[src/ctsf_map.vh]
// register map, field positions and reset values of the touch scan block
`ifndef CTSF_MAP_VH
`define CTSF_MAP_VH
`define CTSF_ADR_CTRL 8'h00
`define CTSF_ADR_INTERVAL 8'h04
`define CTSF_ADR_TIMING 8'h08
`define CTSF_ADR_PADEN 8'h0c
`define CTSF_ADR_GRP1 8'h10
`define CTSF_ADR_GRP2 8'h14
`define CTSF_ADR_STATUS 8'h18
`define CTSF_ADR_INTSTAT 8'h1c
`define CTSF_ADR_INTMASK 8'h20
`define CTSF_ADR_COUNT_HI 2'b01
`define CTSF_ADR_THRESH_HI 2'b10
`define CTSF_CTRL_SRC 0
`define CTSF_CTRL_LEVEL 1
`define CTSF_CTRL_BOTH 2
`define CTSF_CTRL_TRIG 3
`define CTSF_INT_DONE 0
`define CTSF_INT_WAKE 1
`define CTSF_STATUS_BUSY 16
`define CTSF_RST_INTERVAL 16'h0100
`define CTSF_RST_DLY_BIAS 8'h04
`define CTSF_RST_DLY_PWR 8'h04
`define CTSF_RST_WINDOW 16'h0200
`define CTSF_RST_THRESH 16'h0040
`endif

[src/ctsf_pad_counter.v]
// saturating rising-edge pulse counter for one touch pad
`default_nettype none
module ctsf_pad_counter #(
    parameter CW = 16
) (
    input wire clk_sys, // system clock
    input wire srst, // synchronous reset, active high
    input wire clr, // clear count, one-cycle pulse
    input wire en, // count window open for this pad
    input wire pulse, // synchronised pad pulse level
    output reg [CW-1:0] count // pulses seen in the window
);
    reg prev;

    // clear wins over counting; saturate so a long window cannot wrap
    always @(posedge clk_sys) begin
        if (srst) begin
            prev <= 1'b0;
            count <= {CW{1'b0}};
        end else begin
            prev <= pulse;
            if (clr)
                count <= {CW{1'b0}};
            else if (en && pulse && !prev && !(&count))
                count <= count + {{(CW-1){1'b0}}, 1'b1};
        end
    end
endmodule
`default_nettype wire

[src/ctsf_sync.v]
// two-stage synchroniser for asynchronous pad pulse inputs
`default_nettype none
module ctsf_sync #(
    parameter W = 10
) (
    input wire clk_sys, // system clock
    input wire srst, // synchronous reset, active high
    input wire [W-1:0] async_in, // asynchronous levels
    output reg [W-1:0] sync_out // synchronised levels
);
    reg [W-1:0] meta;

    // first stage is read only by the second stage
    always @(posedge clk_sys) begin
        if (srst) begin
            meta <= {W{1'b0}};
            sync_out <= {W{1'b0}};
        end else begin
            meta <= async_in;
            sync_out <= meta;
        end
    end
endmodule
`default_nettype wire

[src/ctsf_top.v]
// touch pad scan controller with wishbone register slave
//
// Functional notes
// - with source select 1, each software trigger starts exactly one scan.
// - with source select 0, an interval timer starts scans, trigger ignored.
// - the controller runs standalone in sleep; the interval sets the period.
// - controller and counters run on the fast clock, nominally 8 MHz.
// - each scan drives bias, then pad power-up, then pad start, with delays.
// - pad power-up and pad start are gated per pad by the pad-enable mask.
// - pulses of all ten pads are counted at once; each count is readable.
// - a pad is touched when its count is below its threshold.
// - two 10-bit masks place pads into the first and second wakeup groups.
// - by default wakeup fires when any first-group pad is touched.
// - an option requires touched pads in both groups for wakeup.
// - an output selects the initial level of the charge/discharge cycle.
//
// Our own choices: the Wishbone register port and the address map.
`include "ctsf_map.vh"
`default_nettype none
module ctsf_top #(
    parameter NPAD = 10,
    parameter CW = 16
) (
    input wire clk_sys, // fast clock, nominal 8 MHz
    input wire srst, // synchronous reset, active high
    input wire [7:0] wb_adr_i, // wishbone byte address
    input wire [31:0] wb_dat_i, // wishbone write data
    input wire [3:0] wb_sel_i, // wishbone byte enables
    input wire wb_we_i, // wishbone write
    input wire wb_stb_i, // wishbone strobe
    input wire wb_cyc_i, // wishbone cycle
    output reg [31:0] wb_dat_o, // wishbone read data
    output reg wb_ack_o, // wishbone acknowledge
    input wire [NPAD-1:0] pad_pulse_input, // pad pulses, asynchronous
    output reg touch_bias_powerup, // front-end bias enable
    output reg [NPAD-1:0] pad_powerup, // per-pad power-up
    output reg [NPAD-1:0] pad_start, // per-pad start
    output reg initial_level_select, // starting level of swing
    output reg irq // level interrupt
);
    localparam S_IDLE = 3'd0;
    localparam S_BIAS = 3'd1;
    localparam S_PWR = 3'd2;
    localparam S_MEAS = 3'd3;
    localparam S_DONE = 3'd4;

    reg start_source_select;
    reg both_groups;
    reg sw_pending;
    reg [15:0] measurement_interval_cycles;
    reg [7:0] dly_bias;
    reg [7:0] dly_pwr;
    reg [15:0] window;
    reg [NPAD-1:0] pad_enable_mask;
    reg [NPAD-1:0] first_group_mask;
    reg [NPAD-1:0] second_group_mask;
    reg [NPAD-1:0] touched;
    reg [1:0] int_stat;
    reg [1:0] int_mask;
    reg [CW-1:0] thresh [0:NPAD-1];
    reg [2:0] state;
    reg [15:0] st_cnt;
    reg [15:0] tmr;
    reg cnt_clr;
    reg cnt_en;
    reg [31:0] rd_data;
    wire [NPAD-1:0] next_touched;
    reg next_wake;

    wire [NPAD-1:0] pulse_s;
    wire [NPAD*CW-1:0] cnt_flat;
    wire req = wb_cyc_i && wb_stb_i && !wb_ack_o;
    wire wr = req && wb_we_i;
    wire [3:0] idx = wb_adr_i[5:2];
    wire idx_ok = idx < NPAD;
    wire busy = state != S_IDLE;
    wire [31:0] ctrl_cur = {28'h0000000, 1'b0, both_groups,
                            initial_level_select, start_source_select};
    wire trig_wr = wr && wb_adr_i == `CTSF_ADR_CTRL && wb_sel_i[0] &&
                   wb_dat_i[`CTSF_CTRL_TRIG];
    // only the active source may launch a scan
    wire start_req = start_source_select ? sw_pending :
                     (tmr >= measurement_interval_cycles);

    // apply byte enables to a word write
    function [31:0] merge;
        input [31:0] old;
        input [31:0] nw;
        input [3:0] sel;
        integer k;
        begin
            merge = old;
            for (k = 0; k < 4; k = k + 1)
                if (sel[k])
                    merge[k*8 +: 8] = nw[k*8 +: 8];
        end
    endfunction

    // pad pulses come from the analog domain, so synchronise first
    ctsf_sync #(
        .W(NPAD)
    ) u_sync (
        .clk_sys(clk_sys),
        .srst(srst),
        .async_in(pad_pulse_input),
        .sync_out(pulse_s)
    );

    // one counter per pad, all counting in parallel
    genvar g;
    generate
        for (g = 0; g < NPAD; g = g + 1) begin : g_pad
            ctsf_pad_counter #(
                .CW(CW)
            ) u_cnt (
                .clk_sys(clk_sys),
                .srst(srst),
                .clr(cnt_clr),
                .en(cnt_en && pad_enable_mask[g]),
                .pulse(pulse_s[g]),
                .count(cnt_flat[g*CW +: CW])
            );
            // disabled pads never report a touch
            assign next_touched[g] = pad_enable_mask[g] &&
                (cnt_flat[g*CW +: CW] < thresh[g]);
        end
    endgenerate

    // wakeup decision over the two groups
    always @* begin
        if (both_groups)
            next_wake = |(next_touched & first_group_mask) &&
                        |(next_touched & second_group_mask);
        else
            next_wake = |(next_touched & first_group_mask);
    end

    // scan sequencer; runs without any cpu help so it works in sleep
    always @(posedge clk_sys) begin
        if (srst) begin
            state <= S_IDLE;
            st_cnt <= 16'h0000;
            tmr <= 16'h0000;
            cnt_clr <= 1'b0;
            cnt_en <= 1'b0;
            touch_bias_powerup <= 1'b0;
            pad_powerup <= {NPAD{1'b0}};
            pad_start <= {NPAD{1'b0}};
            touched <= {NPAD{1'b0}};
        end else begin
            cnt_clr <= 1'b0;
            case (state)
                S_IDLE: begin
                    if (start_req) begin
                        state <= S_BIAS;
                        st_cnt <= 16'h0000;
                        tmr <= 16'h0000;
                        cnt_clr <= 1'b1;
                        touch_bias_powerup <= 1'b1;
                    end else if (!start_source_select) begin
                        tmr <= tmr + 16'h0001;
                    end
                end
                S_BIAS: begin
                    if (st_cnt >= {8'h00, dly_bias}) begin
                        state <= S_PWR;
                        st_cnt <= 16'h0000;
                        pad_powerup <= pad_enable_mask;
                    end else begin
                        st_cnt <= st_cnt + 16'h0001;
                    end
                end
                S_PWR: begin
                    if (st_cnt >= {8'h00, dly_pwr}) begin
                        state <= S_MEAS;
                        st_cnt <= 16'h0000;
                        pad_start <= pad_enable_mask;
                        cnt_en <= 1'b1;
                    end else begin
                        st_cnt <= st_cnt + 16'h0001;
                    end
                end
                S_MEAS: begin
                    if (st_cnt >= window) begin
                        state <= S_DONE;
                        cnt_en <= 1'b0;
                        pad_start <= {NPAD{1'b0}};
                        pad_powerup <= {NPAD{1'b0}};
                        touch_bias_powerup <= 1'b0;
                    end else begin
                        st_cnt <= st_cnt + 16'h0001;
                    end
                end
                S_DONE: begin
                    // counts are final here: the window closed last cycle
                    touched <= next_touched;
                    state <= S_IDLE;
                end
                default: begin
                    state <= S_IDLE;
                end
            endcase
        end
    end

    // software trigger latch; a trigger during a scan is held for the next
    always @(posedge clk_sys) begin
        if (srst)
            sw_pending <= 1'b0;
        else if (trig_wr && start_source_select)
            sw_pending <= 1'b1;
        else if (state == S_IDLE && start_source_select)
            sw_pending <= 1'b0;
        else if (!start_source_select)
            sw_pending <= 1'b0;
    end

    // configuration registers
    always @(posedge clk_sys) begin : cfg
        integer i;
        reg [31:0] m;
        m = 32'h00000000;
        if (srst) begin
            start_source_select <= 1'b0;
            initial_level_select <= 1'b0;
            both_groups <= 1'b0;
            measurement_interval_cycles <= `CTSF_RST_INTERVAL;
            dly_bias <= `CTSF_RST_DLY_BIAS;
            dly_pwr <= `CTSF_RST_DLY_PWR;
            window <= `CTSF_RST_WINDOW;
            pad_enable_mask <= {NPAD{1'b0}};
            first_group_mask <= {NPAD{1'b0}};
            second_group_mask <= {NPAD{1'b0}};
            int_mask <= 2'b00;
            for (i = 0; i < NPAD; i = i + 1)
                thresh[i] <= `CTSF_RST_THRESH;
        end else if (wr) begin
            case (wb_adr_i)
                `CTSF_ADR_CTRL: begin
                    m = merge(ctrl_cur, wb_dat_i, wb_sel_i);
                    start_source_select <= m[`CTSF_CTRL_SRC];
                    initial_level_select <= m[`CTSF_CTRL_LEVEL];
                    both_groups <= m[`CTSF_CTRL_BOTH];
                end
                `CTSF_ADR_INTERVAL: begin
                    m = merge({16'h0000, measurement_interval_cycles},
                              wb_dat_i, wb_sel_i);
                    measurement_interval_cycles <= m[15:0];
                end
                `CTSF_ADR_TIMING: begin
                    m = merge({window, dly_pwr, dly_bias}, wb_dat_i,
                              wb_sel_i);
                    dly_bias <= m[7:0];
                    dly_pwr <= m[15:8];
                    window <= m[31:16];
                end
                `CTSF_ADR_PADEN: begin
                    m = merge({{(32-NPAD){1'b0}}, pad_enable_mask},
                              wb_dat_i, wb_sel_i);
                    pad_enable_mask <= m[NPAD-1:0];
                end
                `CTSF_ADR_GRP1: begin
                    m = merge({{(32-NPAD){1'b0}}, first_group_mask},
                              wb_dat_i, wb_sel_i);
                    first_group_mask <= m[NPAD-1:0];
                end
                `CTSF_ADR_GRP2: begin
                    m = merge({{(32-NPAD){1'b0}}, second_group_mask},
                              wb_dat_i, wb_sel_i);
                    second_group_mask <= m[NPAD-1:0];
                end
                `CTSF_ADR_INTMASK: begin
                    m = merge({30'h0, int_mask}, wb_dat_i, wb_sel_i);
                    int_mask <= m[1:0];
                end
                default: begin
                    if (wb_adr_i[7:6] == `CTSF_ADR_THRESH_HI && idx_ok) begin
                        m = merge({{(32-CW){1'b0}}, thresh[idx]},
                                  wb_dat_i, wb_sel_i);
                        thresh[idx] <= m[CW-1:0];
                    end
                end
            endcase
        end
    end

    // sticky events; a new event wins over a same-cycle clear
    always @(posedge clk_sys) begin : ints
        reg [1:0] clr;
        reg [1:0] set;
        clr = 2'b00;
        set = 2'b00;
        if (wr && wb_adr_i == `CTSF_ADR_INTSTAT && wb_sel_i[0])
            clr = wb_dat_i[1:0];
        if (state == S_DONE) begin
            set[`CTSF_INT_DONE] = 1'b1;
            set[`CTSF_INT_WAKE] = next_wake;
        end
        if (srst) begin
            int_stat <= 2'b00;
            irq <= 1'b0;
        end else begin
            int_stat <= (int_stat & ~clr) | set;
            irq <= |(((int_stat & ~clr) | set) & int_mask);
        end
    end

    // read multiplexer; unmapped addresses read as zero
    always @* begin
        rd_data = 32'h00000000;
        case (wb_adr_i)
            `CTSF_ADR_CTRL: rd_data = ctrl_cur;
            `CTSF_ADR_INTERVAL: rd_data = {16'h0000,
                                           measurement_interval_cycles};
            `CTSF_ADR_TIMING: rd_data = {window, dly_pwr, dly_bias};
            `CTSF_ADR_PADEN: rd_data[NPAD-1:0] = pad_enable_mask;
            `CTSF_ADR_GRP1: rd_data[NPAD-1:0] = first_group_mask;
            `CTSF_ADR_GRP2: rd_data[NPAD-1:0] = second_group_mask;
            `CTSF_ADR_STATUS: begin
                rd_data[NPAD-1:0] = touched;
                rd_data[`CTSF_STATUS_BUSY] = busy;
            end
            `CTSF_ADR_INTSTAT: rd_data[1:0] = int_stat;
            `CTSF_ADR_INTMASK: rd_data[1:0] = int_mask;
            default: begin
                if (wb_adr_i[7:6] == `CTSF_ADR_COUNT_HI && idx_ok)
                    rd_data[CW-1:0] = cnt_flat[idx*CW +: CW];
                else if (wb_adr_i[7:6] == `CTSF_ADR_THRESH_HI && idx_ok)
                    rd_data[CW-1:0] = thresh[idx];
            end
        endcase
    end

    // every access, mapped or not, is acked one cycle after it is seen
    always @(posedge clk_sys) begin
        if (srst) begin
            wb_ack_o <= 1'b0;
            wb_dat_o <= 32'h00000000;
        end else begin
            wb_ack_o <= req;
            if (req && !wb_we_i)
                wb_dat_o <= rd_data;
        end
    end
endmodule
`default_nettype wire
[config.mk]
export PLATFORM = sky130hd
export DESIGN_NAME = ctsf_top
export DESIGN_NICKNAME = d
export VERILOG_FILES = /design/src/ctsf_pad_counter.v /design/src/ctsf_sync.v /design/src/ctsf_top.v
export VERILOG_INCLUDE_DIRS = /design/src /design/src/src
export SDC_FILE = /design/constraint.sdc
export NUM_CORES = 2
export LEC_CHECK = 0
export ABC_AREA = 1
export BUFFER_PORTS_ARGS = -buffer_cell sky130_fd_sc_hd__buf_2
export CAP_MARGIN = 10
export CORE_MARGIN = 5
export CORE_UTILIZATION = 68
export DETAILED_ROUTE_END_ITERATION = 16
export PLACE_DENSITY_LB_ADDON = 0.25
export SLEW_MARGIN = 10
export SYNTH_ARGS = -nofsm -noshare
export SYNTH_HDL_FRONTEND = slang
export SYNTH_HIERARCHICAL = 1
export SYNTH_SLANG_ARGS = --single-unit
[constraint.sdc]
create_clock -name clk_sys -period 7.1 [get_ports clk_sys]
set_input_delay 0 -clock clk_sys [delete_from_list [all_inputs] [get_ports clk_sys]]
set_output_delay 0 -clock clk_sys [all_outputs]
set_load 0.1 [all_outputs]
## Yosys cells after proc, flatten, opt, wreduce, memory -nomap -nowiden

Memories as Yosys holds them, arrays and structs flattened.
Cells that the tools add are included.
W data, S select, Z words.

| cells by class | value |
|---|---|
| order comparisons | 15 |
| equal/unequal tests | 21 |
| mux-type cells | 57 |
| reduce and logical (&&, ||, !) cells | 132 |
| bitwise operators | 7 |
| shifts and indexed selects | 1 |
| $add $sub $neg | 12 |

Operators by type and width:

| operator | count |
|---|---|
| $add A16 B1 Y16 const B | 12 |
| $lt A16 B16 Y1 | 10 |
| $reduce_and A16 Y1 | 10 |
| $shiftx A160 B9 Y16 | 1 |
| $mux W16 | 9 |
| $mux W8 | 10 |
| $logic_and A1 B1 Y1 | 64 |
| $pmux W16 S4 | 1 |
| $pmux W8 S8 | 1 |
| $reduce_and A3 Y1 | 18 |
| $pmux W10 S2 | 2 |
| $eq A8 B5 Y1 const B | 4 |
| $ge A16 B16 Y1 | 2 |
| $ge A16 B8 Y1 | 2 |
| $mux W10 | 3 |
| $logic_not A1 Y1 | 22 |
| $and A10 B10 Y10 | 2 |
| $reduce_or A10 Y1 | 2 |
| $pmux W2 S9 | 1 |
| $pmux W6 S3 | 1 |
| $mux W1 | 17 |
| $eq A8 B4 Y1 const B | 2 |
| $reduce_or A16 Y1 | 1 |
| $mux W15 | 1 |
| other kinds (29) | 47 |

| word-level totals | value |
|---|---|
| memories kept | 1 |
| RAM bits | 160 |
| output and inout port bits | 56 |
| register bits | 378 |
| word-level logic and storage cells | 298 |

Memories:

| memory | words | bits a word | read ports | clocked after Yosys merged registers in | write ports | line | text |
|---|---|---|---|---|---|---|---|
| thresh | 10 | 16 | 11 | 0 | 10 | ctsf_top.v:60 | `reg [CW-1:0] thresh [0:NPAD-1];` |

## Logic depth before layout (Yosys ltp)

| depth | value |
|---|---|
| depth in word-level cells | 11 |
| gate-level depth with buffers | 17 |

## Hierarchy

The synthesis kept the hierarchy.

Modules (own cells, without submodules):

| module | instances | cells an instance | area an instance (µm²) |
|---|---|---|---|
| ctsf_top | 1 | 2,915 | 24,696.2 |
| ctsf_pad_counter | 10 | 162 | 960.9 |
| ctsf_sync | 1 | 62 | 573.0 |

## Worst setup path before layout

Ideal clock, no wire load.

| timing path | value |
|---|---|
| kind | reg-to-reg |
| start | reg wb_ack_o |
| end | mem thresh[1][0], enable pin |
| setup time | 0.372 ns |
| buffers on the path | 2 |
| arrival | 2.426 ns |
| setup slack | 4.302 ns |
| cell stages (with the launch flop) | 14 |
| cells stage by stage | dfxtp_1 nor2_1 inv_1 nor2_1 inv_1 nor2_2 inv_1 nor2_2 inv_2 buf_6 nor3_2 inv_1 buf_2 nand2_1 |

RTL lines:

| what | line | text |
|---|---|---|
| from (decl) | ctsf_top.v:33 | `output reg wb_ack_o,` |
| from (signal assigned) | ctsf_top.v:340 | `wb_ack_o <= req;` |
| to (decl) | ctsf_top.v:60 |  |

==> results_dict.tcl <==
set metrics [dict create \
    outcome "finished clean" \
    drive_above_1_share_pct 8.73 \
    cp_top_family "buffers and inverters" \
    register_area_sq_mm 0.0153 \
    die_x_um 236 \
    fillCellCount 3705 \
    cts_tree "yes" \
    finalSetupViolCount 0 \
    path_class "in2reg" \
    critPathLaunchType "primary input" \
    grt-ovfl-total 0 \
    regToRegStartpoint "wb_ack_o" \
    cts_resized 0 \
    critPathArrivalTime_ps 4120 \
    ant_nets 0 \
    p_total_mw 8.92 \
    end_kind "flip-flop" \
    grt_pass1_vias 30600 \
    viasPerCell 6.05 \
    grt_max_degree 77 \
    area_delta_synth_final_pct 12.4 \
    crit_chain "dlygate4sd3_1, buf_2, nand2_1, dlygate4sd3_1, nor2_1, inv_1, nor2_1, inv_1, nor2_2, inv_1, nor2_2, inv_2, nor2_1, inv_1, nor2_1, inv_1, nand2_1" \
    ir_drop_v 0.000222 \
    clkSlewWorstSetupHoldPaths_ps 60 \
    final_max_slew_viol_count 0 \
    die_y_um 236 \
    cts_buffers 69 \
    htreeDepth 3 \
    dp.cells 5382 \
    yosysTopAreaCellShare_pct 22.0 \
    setup_tns_ps 0 \
    power.density_mw_per_mm2 227 \
    max_stage_delay_ps 710 \
    synth_edf_count 256 \
    p_leak_nw 16.7 \
    synth_most_common_cell "nand2_1" \
    post-route-period-util_pct 54.6 \
    wl_per_cell_um 20.6 \
    tightest_slew_ps 1320 \
    design_area_sq_mm 0.0392 \
    hp-start "wb_adr_i[6]" \
    worstSkewPairLatency_ps 640 \
    cap_violations 0 \
    synthFlopType "dfxtp_1" \
    crit_buf_inv 9 \
    netlist_instances 4597 \
    fin_crit_ps 3880 \
    synth_cell_type_count 55 \
    drtIter0Drc 5151 \
    pin_count 115 \
    hpwl_mm 81.0 \
    critPathMostFrequentCell "inv_1" \
    setup_slack_ps 3220 \
    antenna_found_initial 7 \
    port_buffers 114 \
    dieArea_sq_mm 0.0559 \
    worstPathRequired_ps 7340 \
    clockRootBuffer "clkbuf_16" \
    pre_cts_ws_ps 3650 \
    track_usage_pct 39.3 \
    final_util_pct 76.7 \
    grt_pass1_wl_mm 172 \
    clock_path_buffers 3 \
    critPathLaunch "wb_stb_i" \
    max_freq_mhz 258 \
    postPlaceCellArea_sq_mm 0.0362 \
    yosys-top-cells-area "edfxtp_1, dfxtp_1, nand2_1" \
    synth_commonest_cells "nand2_1, nor2_1, inv_1, dfxtp_1, a21oi_1" \
    hold_viol_final 0 \
    core_sq_mm 0.0511 \
    hold_ws_ps 55.5 \
    drt-total-wl_mm 115 \
    max_slew_margin_pct 11.7 \
    synth.avg_cell_area_sq_um 7.59 \
    async_flop_share_pct 0 \
    yosys_warnings 6 \
    post_cts_buffers 0 \
    synth-seq-cells 634 \
    netlist_area_sq_mm 0.0349 \
    final_cell_count_no_fill 5578 \
    synth_area_leader_cell "edfxtp_1" \
    rows 83 \
    multi_input_area_sq_mm 0.0172 \
    ys_seq_area_share_pct 43.7 \
    clock_sinks 634 \
    rsz0062_at_grt "false" \
    place.gp.congestion 1.07 \
    initial_core_util_pct 68.3 \
    drcViolationCount 0 \
    critPathSlowestCell "nand2_1" \
    nets 5106 \
    worst-path-max-fanout 21 \
    vias 33700 \
    finClkSkew_ps 41.8 \
    hold_class "in2reg" \
    drt-pass1-iter-count 7 \
]
## layout make-up
cell class	count	area share [%]
Antenna cell	5	0.0319
Clock buffer	95	5.02
Clock inverter	32	0.852
Inverter	604	5.78
Multi-Input combinational cell	3335	43.8
Sequential cell	634	38.9
Tap cell	680	2.17
Timing Repair Buffer	193	3.38
## cell usage in the layout (no fill, tap or decap), types with 14 or more instances in the layout
master / n
a211oi_1: 14
a21oi_1: 295
a22oi_1: 116
a32o_1: 14
buf_2: 113
buf_4: 16
clkbuf_1: 16
clkbuf_16: 73
clkinv_1: 15
conb_1: 96
dfxtp_1: 378
dlygate4sd3_1: 64
edfxtp_1: 256
ha_1: 210
inv_1: 572
inv_2: 23
nand2_1: 1006
nand2_2: 46
nand3_1: 148
nand4_1: 32
nor2_1: 791
nor2_2: 64
nor2_4: 23
nor3_1: 30
nor4_1: 19
o211ai_1: 15
o21ai_0: 227
o221ai_1: 18
o22ai_1: 78
o31ai_1: 14
## what timing repair did
action	4_1_cts	5_1_grt
endpoints found under the hold margin	135	0
hold buffers	64	0
endpoints found under the setup margin	0	0
## tightest hold or removal path, cell delays in order
cell	delay [ps]
buf_2	120
nor3_4	80
nand2_1	100
nand3_1	150
nand2_1	130
a21oi_1	60
## sequential cells by signal, summed over array words and instances (netlist names), 16 cells and up
signal,flops
tmr,16
window,16
thresh,256
measurement_interval_cycles,16
g_pad.u_cnt/count,160
st_cnt,16
wb_dat_o,32
## final timing paths
check	endpoint	slack (ps)	cells after the start
worst max-delay path	thresh[8][15]	3220	17
worst min-delay path	wb_dat_o[15]	60	6
worst max register to register	thresh[8][15]	3600	13
worst min register to register	u_sync/sync_out[5]	400	2
## report_power, final
group / switching, mW / internal (mW) / total (mW) / leakage (nW)
Combinational: 0.854 / 0.341 / 1.20 / 9.97
Clock: 1.52 / 2.17 / 3.69 / 1.13
Sequential: 0.135 / 3.89 / 4.03 / 5.65
Total: 2.51 / 6.41 / 8.92 / 16.7
## logic make-up after synthesis
kind of cell | share of synthesized area (%)
and+or+nand+nor | 26.2
xor gates and xnor gates | 0.352
adders and majority gates | 7.53
muxes | 0.0789
AOI/OAI and AO/OA | 14.0
DFF | 43.7
buffers and inverters | 8.04
other | 0.0108
## layer usage
| layer | wire (um) | vias to the layer above | part of all wire (%) | track usage [%] |
|---|---|---|---|---|
| li1 | - | 15600 | - | - |
| met1 | 42800 | 15400 | 37 | 51.3 |
| met2 | 48200 | 2281 | 42 | 58.1 |
| met3 | 16200 | 431 | 14 | 12.6 |
| met4 | 7660 | 2 | 6.7 | 22.1 |
| met5 | 13 | - | 0.011 | 0.173 |
Note: power is estimated with default switching activity, not from simulation.
